`src/pwm_dimmer_pkg.sv`:
```
package pwm_dimmer_pkg;
    // ------------------------------------------------------------
    // clock and timer rates
    // ------------------------------------------------------------
    localparam int CORE_CLK_KHZ      = 200000;  // 5 ns period
    localparam int TIMER_CLKS_PER_MS = 24000;   // timer clock, kHz
    localparam int PWM_INTERVAL_MS   = 2;
    localparam int UPDATE_MS         = 500;
    localparam int TICKS_PER_UPDATE  = UPDATE_MS / PWM_INTERVAL_MS;
    localparam int INITIAL_PCT       = 10;
    localparam int INCREMENT_PCT     = 20;
    localparam int PCT_FULL          = 100;

    // ------------------------------------------------------------
    // widths
    // ------------------------------------------------------------
    localparam int CNT_W  = 17;
    localparam int ACC_W  = 18;
    localparam int TICK_W = 8;
    localparam int ADDR_W = 8;
    localparam int DATA_W = 32;
    localparam int IRQ_W  = 2;

    // ------------------------------------------------------------
    // register map and fields
    // ------------------------------------------------------------
    localparam logic [ADDR_W-1:0] CTRL_OFS    = 8'h00;
    localparam logic [ADDR_W-1:0] STATUS_OFS  = 8'h04;
    localparam logic [ADDR_W-1:0] CLEAR_OFS   = 8'h08;
    localparam logic [ADDR_W-1:0] ENABLE_OFS  = 8'h0C;
    localparam logic [ADDR_W-1:0] PORTDIR_OFS = 8'h10;
    localparam logic [ADDR_W-1:0] DUTY_OFS    = 8'h14;
    localparam logic [ADDR_W-1:0] TICK_OFS    = 8'h18;
    localparam int MASTER_TRIG_BIT = 0;
    localparam int SLAVE_TRIG_BIT  = 1;
    localparam int STOP_BIT        = 2;
    localparam int IRQ_PERIOD_BIT  = 0;
    localparam int IRQ_UPDATE_BIT  = 1;
    localparam int DIR_BIT         = 0;
    localparam logic [7:0] PORTDIR_RESET = 8'hFF;

    typedef enum logic [1:0] {
        ST_IDLE = 2'b01,
        ST_RUN  = 2'b10
    } run_state_t;
endpackage

```
`src/master_interval_timer.sv`:
```
`timescale 1ns/10ps
module master_interval_timer
    import pwm_dimmer_pkg::*;
#(
    parameter logic [CNT_W-1:0] PERIOD_COUNT = 17'h0BB80
) (
    input  wire logic core_clk,
    input  wire logic rst,
    input  wire logic start,
    input  wire logic stop,
    input  wire logic tick,
    output logic      running,
    output logic      period_end
);
    typedef struct packed {
        logic             run;
        logic [CNT_W-1:0] cnt;
        logic             pend;
    } master_state_t;

    master_state_t s_reg;
    master_state_t s_next;

    // down counter, reload and one pulse at each period end
    always_comb begin
        s_next      = s_reg;
        s_next.pend = 1'b0;
        if (start) begin
            s_next.run = 1'b1;
            s_next.cnt = PERIOD_COUNT - 1'b1;
        end else if (stop) begin
            s_next.run = 1'b0;
        end else if (s_reg.run && tick) begin
            if (s_reg.cnt == '0) begin
                s_next.cnt  = PERIOD_COUNT - 1'b1;
                s_next.pend = 1'b1;
            end else begin
                s_next.cnt = s_reg.cnt - 1'b1;
            end
        end
    end

    always_ff @(posedge core_clk or posedge rst) begin
        if (rst) begin
            s_reg <= '0;
        end else begin
            s_reg <= s_next;
        end
    end

    assign running    = s_reg.run;
    assign period_end = s_reg.pend;
endmodule

```
`src/pwm_dimmer.sv`:
```
`timescale 1ns/10ps
module pwm_dimmer
    import pwm_dimmer_pkg::*;
#(
    parameter int PERIOD_MS    = PWM_INTERVAL_MS,
    parameter int PERIOD_COUNT = TIMER_CLKS_PER_MS * PERIOD_MS,
    parameter int UPDATE_TICKS = TICKS_PER_UPDATE
) (
    input  wire logic              core_clk,
    input  wire logic              rst,
    input  wire logic [ADDR_W-1:0] addr,
    input  wire logic [DATA_W-1:0] wr_data,
    input  wire logic              wr_en,
    input  wire logic              rd_en,
    output logic      [DATA_W-1:0] rd_data,
    output logic                   pwm_out_pin,
    output logic                   indicator_port_pin,
    output logic                   indicator_oe,
    output logic                   master_period_irq,
    output logic                   irq
);
    // ------------------------------------------------------------
    // derived counts
    // ------------------------------------------------------------
    localparam int STEP_I = (PERIOD_COUNT / PCT_FULL) * INCREMENT_PCT;
    localparam int INIT_I = (PERIOD_COUNT / PCT_FULL) * INITIAL_PCT;
    localparam logic [CNT_W-1:0] PERIOD_C = CNT_W'(PERIOD_COUNT);
    localparam logic [CNT_W:0]   PERIOD_X = (CNT_W+1)'(PERIOD_COUNT);
    localparam logic [CNT_W-1:0] STEP_C   = CNT_W'(STEP_I);
    localparam logic [CNT_W-1:0] INIT_C   = CNT_W'(INIT_I);
    localparam logic [TICK_W-1:0] LAST_TICK = TICK_W'(UPDATE_TICKS - 1);
    localparam logic [ACC_W:0] TIMER_RATE = (ACC_W+1)'(TIMER_CLKS_PER_MS);
    localparam logic [ACC_W:0] CORE_RATE  = (ACC_W+1)'(CORE_CLK_KHZ);
    localparam longint PERIOD_CYCLES =
        longint'(PERIOD_COUNT) * CORE_CLK_KHZ / TIMER_CLKS_PER_MS;
    // divider phase makes some periods one core cycle longer
    localparam longint PERIOD_CYCLES_HI =
        (longint'(PERIOD_COUNT) * CORE_CLK_KHZ + TIMER_CLKS_PER_MS - 1)
        / TIMER_CLKS_PER_MS;

    // refuse values the counters cannot hold
    if (PERIOD_COUNT < PCT_FULL || PERIOD_COUNT >= (1 << CNT_W)
        || UPDATE_TICKS < 1 || UPDATE_TICKS > (1 << TICK_W)
        || PERIOD_CYCLES_HI > (1 << 20)) begin : g_bad
        $error("pwm_dimmer: period or update count out of range");
    end

    // ------------------------------------------------------------
    // state
    // ------------------------------------------------------------
    typedef struct packed {
        run_state_t        state;
        logic              start;
        logic              stop;
        logic [ACC_W-1:0]  acc;
        logic              tick;
        logic [TICK_W-1:0] ticks;
        logic [CNT_W-1:0]  compare;
        logic              led;
        logic              oe;
        logic [7:0]        dir;
        logic [IRQ_W-1:0]  status;
        logic [IRQ_W-1:0]  enable;
        logic              irq;
        logic [DATA_W-1:0] rd_data;
    } top_state_t;

    top_state_t s_reg;
    top_state_t s_next;
    logic       period_end;
    logic       master_run;
    logic       slave_trig;
    logic       pair_wr;
    logic       update;

    // address match, shared by write and read decode
    function automatic logic hit(input logic [ADDR_W-1:0] a,
                                 input logic [ADDR_W-1:0] ofs);
        hit = (a == ofs);
    endfunction

    // ------------------------------------------------------------
    // channels
    // ------------------------------------------------------------
    master_interval_timer #(
        .PERIOD_COUNT (PERIOD_C)
    ) u_master (
        .core_clk   (core_clk),
        .rst        (rst),
        .start      (s_reg.start),
        .stop       (s_reg.stop),
        .tick       (s_reg.tick),
        .running    (master_run),
        .period_end (period_end)
    );

    // slave restarts with the pair and at every master period end
    assign slave_trig = s_reg.start | period_end;

    slave_one_count u_slave (
        .core_clk (core_clk),
        .rst      (rst),
        .trigger  (slave_trig),
        .stop     (s_reg.stop),
        .tick     (s_reg.tick),
        .compare  (s_reg.compare),
        .pin      (pwm_out_pin)
    );

    // both start bits in the same write
    assign pair_wr = wr_en && hit(addr, CTRL_OFS)
                     && wr_data[MASTER_TRIG_BIT]
                     && wr_data[SLAVE_TRIG_BIT];
    assign update  = period_end && (s_reg.state == ST_RUN)
                     && (s_reg.ticks == LAST_TICK);

    // ------------------------------------------------------------
    // next state
    // ------------------------------------------------------------
    always_comb begin
        logic [ACC_W:0]   acc_sum;
        logic [CNT_W:0]   duty_sum;
        logic [IRQ_W-1:0] clr;
        logic [IRQ_W-1:0] set;
        acc_sum  = {1'b0, s_reg.acc} + TIMER_RATE;
        duty_sum = {1'b0, s_reg.compare} + {1'b0, STEP_C};
        clr      = '0;
        set      = '0;
        s_next         = s_reg;
        s_next.start   = 1'b0;
        s_next.stop    = 1'b0;
        s_next.tick    = 1'b0;
        s_next.rd_data = '0;

        // fractional divider: 24000 timer clocks per ms
        if (acc_sum >= CORE_RATE) begin
            s_next.acc  = ACC_W'(acc_sum - CORE_RATE);
            s_next.tick = 1'b1;
        end else begin
            s_next.acc = acc_sum[ACC_W-1:0];
        end

        // count master periods, step duty and indicator
        if (period_end && s_reg.state == ST_RUN) begin
            if (update) begin
                s_next.ticks = '0;
                s_next.led   = ~s_reg.led;
                if (duty_sum > PERIOD_X) begin
                    s_next.compare = INIT_C;
                end else begin
                    s_next.compare = duty_sum[CNT_W-1:0];
                end
            end else begin
                s_next.ticks = s_reg.ticks + 1'b1;
            end
        end

        // register writes
        if (wr_en) begin
            if (pair_wr) begin
                s_next.state   = ST_RUN;
                s_next.start   = 1'b1;
                s_next.acc     = '0;
                s_next.tick    = 1'b0;
                s_next.ticks   = '0;
                s_next.compare = INIT_C;
                s_next.enable[IRQ_PERIOD_BIT] = 1'b1;
            end else if (hit(addr, CTRL_OFS) && wr_data[STOP_BIT]) begin
                s_next.state = ST_IDLE;
                s_next.stop  = 1'b1;
            end
            if (hit(addr, CLEAR_OFS)) begin
                clr = wr_data[IRQ_W-1:0];
            end
            if (hit(addr, ENABLE_OFS) && !pair_wr) begin
                s_next.enable = wr_data[IRQ_W-1:0];
            end
            if (hit(addr, PORTDIR_OFS)) begin
                s_next.dir = wr_data[7:0];
            end
        end

        // sticky events, a new event beats a clear
        set[IRQ_PERIOD_BIT] = period_end;
        set[IRQ_UPDATE_BIT] = update;
        s_next.status = (s_reg.status & ~clr) | set;
        s_next.irq    = |(s_next.status & s_next.enable);
        s_next.oe     = ~s_next.dir[DIR_BIT];

        // register reads, data one cycle later
        if (rd_en) begin
            unique case (1'b1)
                hit(addr, CTRL_OFS):
                    s_next.rd_data = DATA_W'(s_reg.state == ST_RUN);
                hit(addr, STATUS_OFS):
                    s_next.rd_data = DATA_W'(s_reg.status);
                hit(addr, ENABLE_OFS):
                    s_next.rd_data = DATA_W'(s_reg.enable);
                hit(addr, PORTDIR_OFS):
                    s_next.rd_data = DATA_W'(s_reg.dir);
                hit(addr, DUTY_OFS):
                    s_next.rd_data = DATA_W'(s_reg.compare);
                hit(addr, TICK_OFS):
                    s_next.rd_data = DATA_W'(s_reg.ticks);
                default:
                    s_next.rd_data = '0;
            endcase
        end
    end

    // ------------------------------------------------------------
    // registers
    // ------------------------------------------------------------
    always_ff @(posedge core_clk or posedge rst) begin
        if (rst) begin
            s_reg         <= '0;
            s_reg.state   <= ST_IDLE;
            s_reg.compare <= INIT_C;
            s_reg.dir     <= PORTDIR_RESET;
        end else begin
            s_reg <= s_next;
        end
    end

    // outputs from flip-flops
    assign rd_data            = s_reg.rd_data;
    assign indicator_port_pin = s_reg.led;
    assign indicator_oe       = s_reg.oe;
    assign master_period_irq  = period_end;
    assign irq                = s_reg.irq;

    localparam logic [19:0] GAP_LAST = 20'(PERIOD_CYCLES - 1);
    localparam logic [19:0] GAP_LONG = 20'(PERIOD_CYCLES_HI - 1);
    logic [19:0] gap_cnt;
    logic        gap_seen;

    // cycles since the previous period end
    always_ff @(posedge core_clk or posedge rst) begin
        if (rst) begin
            gap_cnt  <= '0;
            gap_seen <= 1'b0;
        end else if (period_end) begin
            gap_cnt  <= '0;
            gap_seen <= !pair_wr;
        end else if (pair_wr || s_reg.stop) begin
            gap_cnt  <= '0;
            gap_seen <= 1'b0;
        end else begin
            gap_cnt  <= gap_cnt + 1'b1;
        end
    end
endmodule

```
`src/slave_one_count.sv`:
```
`timescale 1ns/10ps
module slave_one_count
    import pwm_dimmer_pkg::*;
(
    input  wire logic             core_clk,
    input  wire logic             rst,
    input  wire logic             trigger,
    input  wire logic             stop,
    input  wire logic             tick,
    input  wire logic [CNT_W-1:0] compare,
    output logic                  pin
);
    typedef struct packed {
        logic [CNT_W-1:0] cnt;
        logic             out;
    } slave_state_t;

    slave_state_t s_reg;
    slave_state_t s_next;

    // one count: load on trigger, high for compare timer clocks
    always_comb begin
        s_next = s_reg;
        if (stop) begin
            s_next.out = 1'b0;
        end else if (trigger) begin
            s_next.cnt = compare;
            s_next.out = (compare != '0);
        end else if (s_reg.out && tick) begin
            s_next.cnt = s_reg.cnt - 1'b1;
            if (s_reg.cnt == {{(CNT_W-1){1'b0}}, 1'b1}) begin
                s_next.out = 1'b0;
            end
        end
    end

    always_ff @(posedge core_clk or posedge rst) begin
        if (rst) begin
            s_reg <= '0;
        end else begin
            s_reg <= s_next;
        end
    end

    assign pin = s_reg.out;
endmodule

```
`config.mk`:
```
export PLATFORM = sky130hd
export DESIGN_NAME = pwm_dimmer
export DESIGN_NICKNAME = d
export VERILOG_FILES = /design/src/pwm_dimmer_pkg.sv /design/src/master_interval_timer.sv /design/src/pwm_dimmer.sv /design/src/slave_one_count.sv
export SDC_FILE = /design/constraint.sdc
export NUM_CORES = 1
export LEC_CHECK = 0
export BUFFER_PORTS_ARGS = -buffer_cell sky130_fd_sc_hd__buf_2
export CAP_MARGIN = 20
export CORE_AREA = 2 2 122 124
export CTS_CLUSTER_DIAMETER = 200
export DETAILED_ROUTE_END_ITERATION = 16
export DIE_AREA = 0 0 124 126
export MAX_ROUTING_LAYER = met4
export PLACE_DENSITY = 0.65
export SLEW_MARGIN = 10
export SYNTH_ARGS = -nofsm -noshare
export SYNTH_HDL_FRONTEND = slang
export SYNTH_SLANG_ARGS = --single-unit
```
`constraint.sdc`:
```
create_clock -name core_clk -period 7.1 [get_ports core_clk]
set_input_delay 0.355 -clock core_clk [delete_from_list [all_inputs] [get_ports core_clk]]
set_output_delay 0.355 -clock core_clk [all_outputs]
set_load 0.01 [all_outputs]
```
Word-level counts from Yosys, hierarchy flattened. Index checks and enable logic that the tools add are counted.

Reductions and logical operators: 26. $add $sub $neg: 6. Mux-type cells: 33. Bitwise operators: 8. Equality and inequality tests: 10. Order comparisons: 2.

Operators by type and width (number): $mux 18 (7); $pmux 17 s6 (1); $mux 17 (3); $mux 46 (1); $mux 44 (1); $sub 17x1->17 const B (2); $mux 26 (1); $eq 8x5->1 const B (3); $add 18x15->19 const B (1); $ge 19x18->1 const B (1); $add 17x14->18 const B (1); $gt 18x16->1 const B (1); $sub 18x18->18 const B (1); $eq 17x1->1 const B (1); $logic_not 17->1 (1); $reduce_bool 17->1 (1); $eq 8x4->1 const B (2); $mux 1 (12); $mux 2 (6); $reduce_and 2->1 (6); $logic_and 1x1->1 (9); $add 8x1->8 const B (1); $eq 8x3->1 const B (1); $eq 8x8->1 const B (1); 13 further kinds (20).

Register bits after elaboration: 132. Output and inout bits: 37. Bits of input ports: 44. Logic and storage cells: 105.

Depth between registers and ports, before layout. Gate-level depths: netlist (run 1).

Depth in word-level cells: 10. Gate-level depth with buffers: 10. Depth with buffers taken out: 9.

By module. From an unflattened synthesis (run 1), not the netlist that was laid out.

Cell total of the unflattened synthesis: 693. Area, all modules: 6517.5 µm².

By module, submodules not included: pwm_dimmer (times used 1, area an instance 4206.5 µm², cells each 434, sequential area each 1868.0 µm²); slave_one_count (times used 1, area an instance 1268.7 µm², cells each 156, sequential area each 450.4 µm²); master_interval_timer (times used 1, area an instance 1042.2 µm², cells each 103, sequential area each 475.5 µm²).

Least setup slack after synthesis (run 1). OpenSTA, ideal clock, no wires.

Kind: register -> register. Start point: reg, netlist name s_reg[54]. End point: reg, netlist name s_reg[47]. Path slack: 4.498 ns. Setup time: 0.119 ns. Arrival: 2.483 ns. Data required time: 6.981 ns. Stages on the path, launching flop included: 10. Cells stage by stage: dfstp_2 > inv_1 > ha_1 > nor2b_1 > nor2_1 > or2_2 > a2111o_1 > o21ai_1 > a21oi_1 > and2_1.

==> results.cfg, run 1 <==
[final_layout]
largest_reg_flops = 54
drive_gt1_share_pct = 13.4
fillers = 1362
layout.cells.non_filler = 901
final_util_pct = 47.1
num_antenna_cells = 0
layout.nets = 767
finalInstanceArea_mm2 = 0.00675
syn2layout_area_growth_pct = 7.45

[floorplanning]
die_y_um = 126
ios = 81
die-area_mm2 = 0.0156
die_x_um = 124
fp-row-count = 44
core_mm2 = 0.0143
start_util_pct = 43.9

[setup_path]
critPathKind = input port to register
rr_worst_depth = 9
r2r-start = s_reg[54]
end_kind = register
critPathLaunchType = input port
critPathMaxFanout = 20
cp.required_ns = 7.35
arrival_ns = 3.52
r2r_end = s_reg[47]
rrSetupSlack_ns = 3.93

[drt]
routed_wirelength_um = 13500
viasPerCell = 5.62
dr.pass1.iters = 5
wl_per_cell_um = 15.0
drtAntennaViolNets = 0
dr.first_iter.drc_count = 420
vias = 5062
drc_errors = 0

[synthesis]
synthTopCellsByCount = 98 x dfrtp_1, 67 x nor2_1, 63 x a21oi_1
synthCells = 704
synth.avg_cell_area_um2 = 8.92
yosys_warnings = 0
synth_top_cell_area_share_pct = 39.1
ys_ff_latch = 111
ys_seq_area_share_pct = 44.5
synthArstFlopShare_pct = 100
ys.flop_type = dfrtp_1
synth-edff-count = 0
yosysMostFrequentCell = dfrtp_1
yosys-top-cells-area = dfrtp_1 39%, dfstp_2 5.4%, a21oi_1 5.0%, nor2_1 4.0%, buf_4 3.8%
synth_area_leader_cell = dfrtp_1
synth_area_mm2 = 0.00628
synth_cell_types = 69

[global_routing]
grt_max_degree = 85
grt_pass1_vias = 4792
grt_overflow = 0
antenna_found_initial = 0
grt_pass1_wl_um = 22500
grt_use_total_pct = 18.6

[clocking]
clock_latency_ns = 0.36
cts_buffer_depth = 2
ctsRootBufferMaster = clkbuf_16
cts_buffers = 9
htree_levels = 3
postCtsSetupBuffers = 0
clkSinkCount = 111
cts_tree = yes
clk_pin_slew_ns = 0.08

[timing]
period_minus_slack_ns = 3.27
tns_ns = 0
hold_viol_final = 0
worst_slew_pin_slew_ns = 0.996
rsz0062_at_grt = no
final_max_slew_viol_count = 0
slew_headroom_pct = 33.1
post-route-period-util_pct = 46.1
max_freq_mhz = 306
worst_clock_skew_ns = 0.0106
setup_violations = 0

[pwr]
power.density_mw_per_mm2 = 319
p_total_mw = 2.15
peakVddDrop_v = 0.000284
leakage_nw = 3.16

[place]
dp_cells = 883
dp_hpwl_um = 9610
finalWeightedCongestion = 0.848
numPortBuffers = 41
dpl_cell_area_mm2 = 0.00643

[min_path]
worstHoldPathCells = 2
worstHoldStart = wr_data[3]
hold_class = input port to register
holdPathEnd = s_reg[40]

[run]
drv_cap = 0

[run_status]
status = finished clean
area by class of cell:
type | count | area, µm² | share of cell area, %
flip-flops and latches | 111 | 2790 | 41.4
inverters | 26 | 100 | 1.48
repair buffers | 47 | 273 | 4.04
multi-input cells | 517 | 3070 | 45.6
clock inverters | 6 | 45.0 | 0.668
clock buffers | 10 | 229 | 3.39
well taps | 184 | 230 | 3.41
layer usage:
| layer | part of all wire, % | track usage [%] |
|---|---|---|
| met1 | 47 | 23.8 |
| met2 | 48 | 29.5 |
| met3 | 3.5 | 3.67 |
| met4 | 1.5 | 6.08 |
| met5 | 0 | - |
what timing repair did:
action / in CTS / in global routing
gates resized for setup: 0 / 0
endpoints found under the hold margin: 27 / 0
hold buffers: 1 / 0
where the power goes:
part / leakage [nW] / internal (mW) / total, mW / switching, mW
Sequential: 1.43 / 0.733 / 0.850 / 0.117
Combinational: 1.61 / 0.325 / 0.827 / 0.502
Clock: 0.126 / 0.240 / 0.477 / 0.237
Total: 3.16 / 1.30 / 2.15 / 0.856
cells in the final DEF (no fill, tap or decap), types with 3 or more instances in the layout:
cell type	n
dfrtp_1	98
nor2_1	67
a21oi_1	63
nand2_1	59
buf_2	41
o21ai_0	38
nor3_1	33
inv_1	25
nand3_1	21
and2_1	17
nand2b_1	16
conb_1	15
xnor2_1	14
dfstp_2	13
mux2i_1	12
ha_1	11
or3_1	10
xor2_1	10
a211oi_1	9
mux2_2	9
clkbuf_16	9
nand4_1	8
and3_1	7
a31oi_1	7
nor4_1	7
nor2b_1	7
o22ai_1	6
a21o_1	6
or2_2	4
o31ai_1	4
or4_1	4
nor3b_1	4
a22oi_1	4
buf_4	4
clkinvlp_4	3
critical path, stage by stage:
cell and delay, ns:
buf_2 0.09, or4_1 0.56, nor4b_2 0.43, nand4_1 0.69, inv_1 0.88, a21oi_1 0.25, and2_1 0.26
cells by family (layout without fill, tap and decap cells):
kind of cell,count (synthesis),after routing,share of synthesized area (%)
AOI/OAI and AO/OA,170,170,16.9
xor gates and xnor gates,24,24,3.35
adders and majority gates,11,11,2.19
buffers and inverters,90,89,7.35
DFF,111,111,44.5
muxes,21,21,3.53
other,1,15,0.0597
and+or+nand+nor,276,276,22.1
how the worst max path moves through the flow:
stage,start,endpoint,depth (start not counted)
after floorplan,rst,indicator_oe,1
after global placement,addr[0],s_reg[47],7
after detailed placement,addr[0],s_reg[47],7
after CTS,addr[0],s_reg[47],7
after global routing,addr[0],s_reg[47],7
final,addr[0],s_reg[47],7
metrics by stage:
stage,setup slack [ns],hold slack [ns]
after floorplan,3.84,0.441
after global placement,3.50,0.358
after detailed placement,3.46,0.362
after CTS,3.83,0.214
after global routing,3.50,0.216
final,3.83,0.223
Note: power is estimated with default switching activity, not from simulation.
==> inputs of run 2 (changes only) <==
- ABC_AREA: default -> 1
- PLACE_DENSITY: 0.65 -> 0.66
- clock period: 7.1 -> 3.3 ns (I/O delays scaled with it)
==> run 2 against run 1 <==
Compared with the run above: first-iteration DRC count decreased by 21%; combinational power increased to 2.6 times the previous value; core utilization increased by 0.98 points; register-to-register slack got worse by 3.1 ns; clock power increased by 130%; clock skew decreased by 0.0021 ns; sequential power increased by 120%; worst setup slack got worse by 3.0 ns; via count increased by 1.5%; largest cell class unchanged; largest power group is now combinational cells; highest routed layer unchanged.
==> results.cfg, run 2 <==
[run_status]
status = finished clean

[drt]
vias = 5140
viasPerCell = 4.98
drc_errors = 0
wl_per_cell_um = 13.0
dr.first_iter.drc_count = 331
routed_wirelength_um = 13500
drtAntennaViolNets = 0
dr.pass1.iters = 5

[clocking]
htree_levels = 3
clkSinkCount = 111
cts_buffer_depth = 2
cts-resized-gates = 0
cts_tree = yes
ctsRootBufferMaster = clkbuf_16
cts_buffers = 9
clock_latency_ns = 0.36
clk_pin_slew_ns = 0.08

[timing]
final_max_slew_viol_count = 0
hold_viol_final = 0
setup_violations = 0
max_freq_mhz = 400
setup_ws_ns = 0.799
worst_slew_pin_slew_ns = 0.712
worst_clock_skew_ns = 0.00853
slew_headroom_pct = 52.5
tns_ns = 0
rsz0062_at_grt = no
holdWs_ns = 0.0337
post-route-period-util_pct = 75.8
period_minus_slack_ns = 2.50

[pwr]
leakage_nw = 3.51
power.density_mw_per_mm2 = 738
peakVddDrop_v = 0.000516
p_total_mw = 5.08

[setup_path]
arrival_ns = 2.79
rrSetupSlack_ns = 0.80
r2r-start = s_reg[54]
critPathLaunchType = register
cp.required_ns = 3.59
r2r_end = s_reg[62]
crit_path_frequent_cell = nand2_1
critPathMaxStageDelay_ns = 0.55
crit_slowest_cell = dfstp_2
path_cells = inv_1 > ha_1 > o21ai_1 > nand2_1 > a21oi_1 > and2_1 > nor2_1 > nand2_1 > nand3_1 > nand2_1 > inv_1 > nor2_1
end_kind = register
critPathKind = register to register
critPathMaxFanout = 11
rr_worst_depth = 12

[floorplanning]
core_mm2 = 0.0143
die_x_um = 124
ios = 81
fp-row-count = 44
die_y_um = 126
start_util_pct = 44.4
die-area_mm2 = 0.0156

[min_path]
holdPathEnd = s_reg[44]
worstHoldStart = wr_data[7]
hold_class = input port to register
worstHoldPathCells = 2

[synthesis]
ys.flop_type = dfrtp_1
synthCells = 818
ys_seq_area_share_pct = 44.0
synth_area_mm2 = 0.00635
synthArstFlopShare_pct = 100
yosysMostFrequentCell = nand2_1
yosys_warnings = 0
synth_top_cell_area_share_pct = 38.6
synthTopCellsByCount = 173 x nand2_1, 110 x inv_1, 98 x dfrtp_1
synth.avg_cell_area_um2 = 7.76
synth-edff-count = 0
synth_cell_types = 45
synth_area_leader_cell = dfrtp_1
yosys-top-cells-area = dfrtp_1 39%, nand2_1 10%, inv_1 6.5%, nor2_1 5.6%, dfstp_2 5.4%
ys_ff_latch = 111

[final_layout]
largest_reg_flops = 54
multi_input_area_mm2 = 0.00287
layout.nets = 899
drive_gt1_share_pct = 12.1
final_cell_mix = 173 x nand2_1, 109 x inv_1, 98 x dfrtp_1
final_common_cell = nand2_1
syn2layout_area_growth_pct = 8.43
seqCellArea_mm2 = 0.00279
final_util_pct = 48.1
layout.cells.non_filler = 1033
num_antenna_cells = 0
finalInstanceArea_mm2 = 0.00689
fillers = 1460

[global_routing]
met2_usage_pct = 27.2
grt_pass1_wl_um = 22700
grt_max_degree = 57
antenna_found_initial = 0
gr-usage-met3_pct = 3.03
grt_overflow = 0
grt-busiest-layer = met2
use_met1_pct = 27.1
grt_pass1_vias = 4794
grt_use_total_pct = 18.9

[place]
dpl_cell_area_mm2 = 0.00658
dp_hpwl_um = 9800
post-place-ws_ns = 0.854
numPortBuffers = 41
finalWeightedCongestion = 0.852
dp_cells = 1016

[run]
drv_cap = 0
## run 2: cell count changes after synthesis, moves of 10 or more
cell and delta:
nand2b_1 -16, nor3_1 -23, a21oi_1 -23, inv_1 +84, clkbuf_1 -16, xor2_1 +20
xnor2_1 -10, nor2_1 +28, or3_1 -10, and2_1 -16, mux2i_1 -12, nand3_1 +36
nand2_1 +114
## run 2: timing repair
action                    CTS  global route
hold buffers                1             0
buffers inserted            0             0
hold endpoints to repair   47             0
## run 2: cell type report
class / count / share of cell area (%)
clock buffers: 9 / 3.27
clock inverters: 7 / 1.05
inverters: 113 / 6.20
multi-input cells: 562 / 41.7
flip-flops and latches: 111 / 40.6
well taps: 184 / 3.34
repair buffers: 47 / 3.85
## run 2: worst max-delay path by stage
stage               from           end  cells past startpoint
6_report       s_reg[54]     s_reg[62]                     12
5_1_grt        s_reg[54]     s_reg[62]                     12
4_1_cts        s_reg[54]     s_reg[62]                     12
3_5_place_dp   s_reg[54]     s_reg[62]                     12
3_3_place_gp   s_reg[54]     s_reg[55]                     12
2_1_floorplan        rst  indicator_oe                      1
## run 2: layer usage
| layer | share of wire [%] | up-vias |
|---|---|---|
| met3 | 3.5 | 18 |
| met2 | 44 | 88 |
| met1 | 51 | 2389 |
| met5 | 0 | - |
| met4 | 2.0 | 0 |
| li1 | - | 2645 |
## run 2: kinds of logic after synthesis
| group | after synthesis | share of synthesized area (%) |
|---|---|---|
| xor+xnor | 34 | 4.69 |
| compound gates | 120 | 10.9 |
| fa+ha+maj | 11 | 2.17 |
| other cells | 1 | 0.0591 |
| flops | 111 | 44.0 |
| simple gates | 376 | 25.5 |
| buf+inv | 159 | 11.6 |
| mux | 6 | 1.06 |
## run 2: worst max-delay path: cells and delay by family, from the launching register on
family	cells	cell delay, ns
DFF	1	0.55
AOI/OAI and AO/OA	2	0.34
and+or+nand+nor	7	0.96
adders and majority gates	1	0.28
buffers and inverters	2	0.33
## run 2: where the power goes
group          leakage [nW]  internal [mW]  switching (mW)
Combinational          1.97          0.804            1.34
Clock                 0.144          0.539           0.563
Sequential             1.40           1.61           0.226
Total                  3.51           2.95            2.13
==> inputs of run 3 (changes only) <==
- ABC_AREA: 1 -> 0
- PLACE_DENSITY: 0.66 -> 0.65
- clock period: 3.3 -> 2.6 ns (I/O delays scaled with it)
==> run 3 against run 2 <==
Compared with the run above: hold slack lost 0.024 ns; clock power grew 52%; total power is 27% higher; non-clock buffer count increased by 32; combinational power increased by 15%; fmax fell by 0.82%; largest cell class unchanged; highest routed layer unchanged.
==> results.cfg, run 3 (synthesized netlist as in run 1, its figures left out) <==
[clocking]
cts_tree = yes
clkSinkCount = 111
clk_pin_slew_ns = 0.07
cts_buffers = 9
clock_latency_ns = 0.36
ctsRootBufferMaster = clkbuf_16
cts_buffer_depth = 2
htree_levels = 3

[drt]
dr.first_iter.drc_count = 420
vias = 5195
drtAntennaViolNets = 0
routed_wirelength_um = 14100
dr.pass1.iters = 4
drc_errors = 0
viasPerCell = 5.57
wl_per_cell_um = 15.1

[floorplanning]
core_mm2 = 0.0143
ios = 81
die_y_um = 126
die-area_mm2 = 0.0156
fp-row-count = 44
start_util_pct = 43.9
die_x_um = 124

[global_routing]
antenna_found_initial = 0
grt_overflow = 0
grt_use_total_pct = 19.7
grt_pass1_vias = 5238
grt_max_degree = 112
grt_pass1_wl_um = 24100

[place]
dp_cells = 909
dpl_cell_area_mm2 = 0.00665
dp_hpwl_um = 10000
finalWeightedCongestion = 0.895
post-place-ws_ns = -0.0204
numPortBuffers = 41

[final_layout]
largest_reg_flops = 54
syn2layout_area_growth_pct = 14.1
final_common_cell = dfrtp_1
seqCellArea_mm2 = 0.00279
num_antenna_cells = 0
drive_gt1_share_pct = 18.7
final_util_pct = 50.0
final_cell_mix = 98 x dfrtp_1, 67 x nor2_1, 61 x a21oi_1
fillers = 1344
layout.nets = 799
layout.cells.non_filler = 933
multi_input_area_mm2 = 0.00316
finalInstanceArea_mm2 = 0.00716

[setup_path]
critPathLaunchType = register
r2r_end = s_reg[60]
critPathMaxStageDelay_ns = 0.62
end_kind = register
crit_slowest_cell = or4b_2
critPathKind = register to register
rrSetupSlack_ns = 0.08
cp.required_ns = 2.87
path_cells = inv_1 > ha_2 > nand2b_4 > nor4_2 > a41oi_1 > o22ai_2 > o21ai_4 > or4b_2 > a31oi_1
rr_worst_depth = 9
r2r-start = s_reg[54]
critPathMaxFanout = 5
arrival_ns = 2.79

[pwr]
power.switching_mw = 2.40
cell_internal_pwr_mw = 4.07
power.share.clock_pct = 25.7
comb_power_share_pct = 38.2
peakVddDrop_v = 0.000716
seqPwrFrac_pct = 36.1
swShare_pct = 37.0
p_total_mw = 6.47
power.density_mw_per_mm2 = 903
leakage_nw = 3.37

[timing]
worst_clock_skew_ns = 0.00859
period_minus_slack_ns = 2.52
hold_viol_final = 0
worst_slew_pin_slew_ns = 0.625
rsz0062_at_grt = yes
final_max_slew_viol_count = 0
max_freq_mhz = 397
setup_ws_ns = 0.0780
setup_violations = 0
post-route-period-util_pct = 97.0
slew_headroom_pct = 58.0

[min_path]
hold_class = input port to register
holdPathEnd = s_reg[41]
worstHoldStart = wr_data[4]
worstHoldPathCells = 2

[run]
drv_cap = 0

[run_status]
status = finished clean
run 3: layer usage:
layer	wire (µm)	track usage (%)	vias up
met5	0	-	-
met4	225	6.41	0
met3	533	4.35	18
met2	7080	32.2	110
met1	6240	24.3	2560
li1	-	-	2507
run 3: worst max-delay path by stage:
stage	startpoint	end	slack, ns	cells past startpoint
finish	s_reg[54]	s_reg[60]	0.08	9
global route	s_reg[79]	s_reg[83]	-0.02	10
CTS	s_reg[54]	s_reg[60]	0.01	9
detailed placement	s_reg[54]	s_reg[60]	-0.02	9
global placement	s_reg[54]	s_reg[60]	0.06	9
floorplan	s_reg[54]	s_reg[60]	0.09	9
run 3: critical path, delay by kind of cell (launching register included):
kind                       cells  cell delay [ns]
AOI/OAI and AO/OA              4             0.65
adders and majority gates      1             0.20
and+or+nand+nor                3             1.00
DFF                            1             0.54
buffers and inverters          1             0.05
run 3: what timing repair did:
action | CTS | global route
hold endpoints to repair | 91 | 0
endpoints found under the setup margin | 1 | 24
resized for setup | 1 | 17
setup buffers | 3 | 1
gates cloned | 0 | 0
hold buffers | 4 | 0
pin swaps | 1 | 3
run 3: power by group through the flow:
stage                     Sequential, mW  Clock (mW)  Combinational, mW
final                               2.34        1.67               2.47
after global routing                2.38        1.78               2.81
after CTS                           2.31        1.70               2.40
after detailed placement            2.34           0               2.38
after global placement              2.32           0               2.28
after floorplan                     2.22           0               1.89
run 3: through the flow:
stage | hold WS [ns] | setup TNS, ns
floorplan | 0.216 | 0
global placement | 0.344 | 0
detailed placement | 0.358 | -0.0204
CTS | 0.00258 | 0
global route | 0.00596 | -0.0394
finish | 0.00985 | 0
run 3: layout make-up:
class / instances / area share [%]
clock buffer: 10 / 3.20
clock inverter: 6 / 1.85
inverter: 26 / 1.42
multi-input combinational: 517 / 44.1
sequential: 111 / 39.0
tap: 184 / 3.22
timing repair buffer: 79 / 7.16
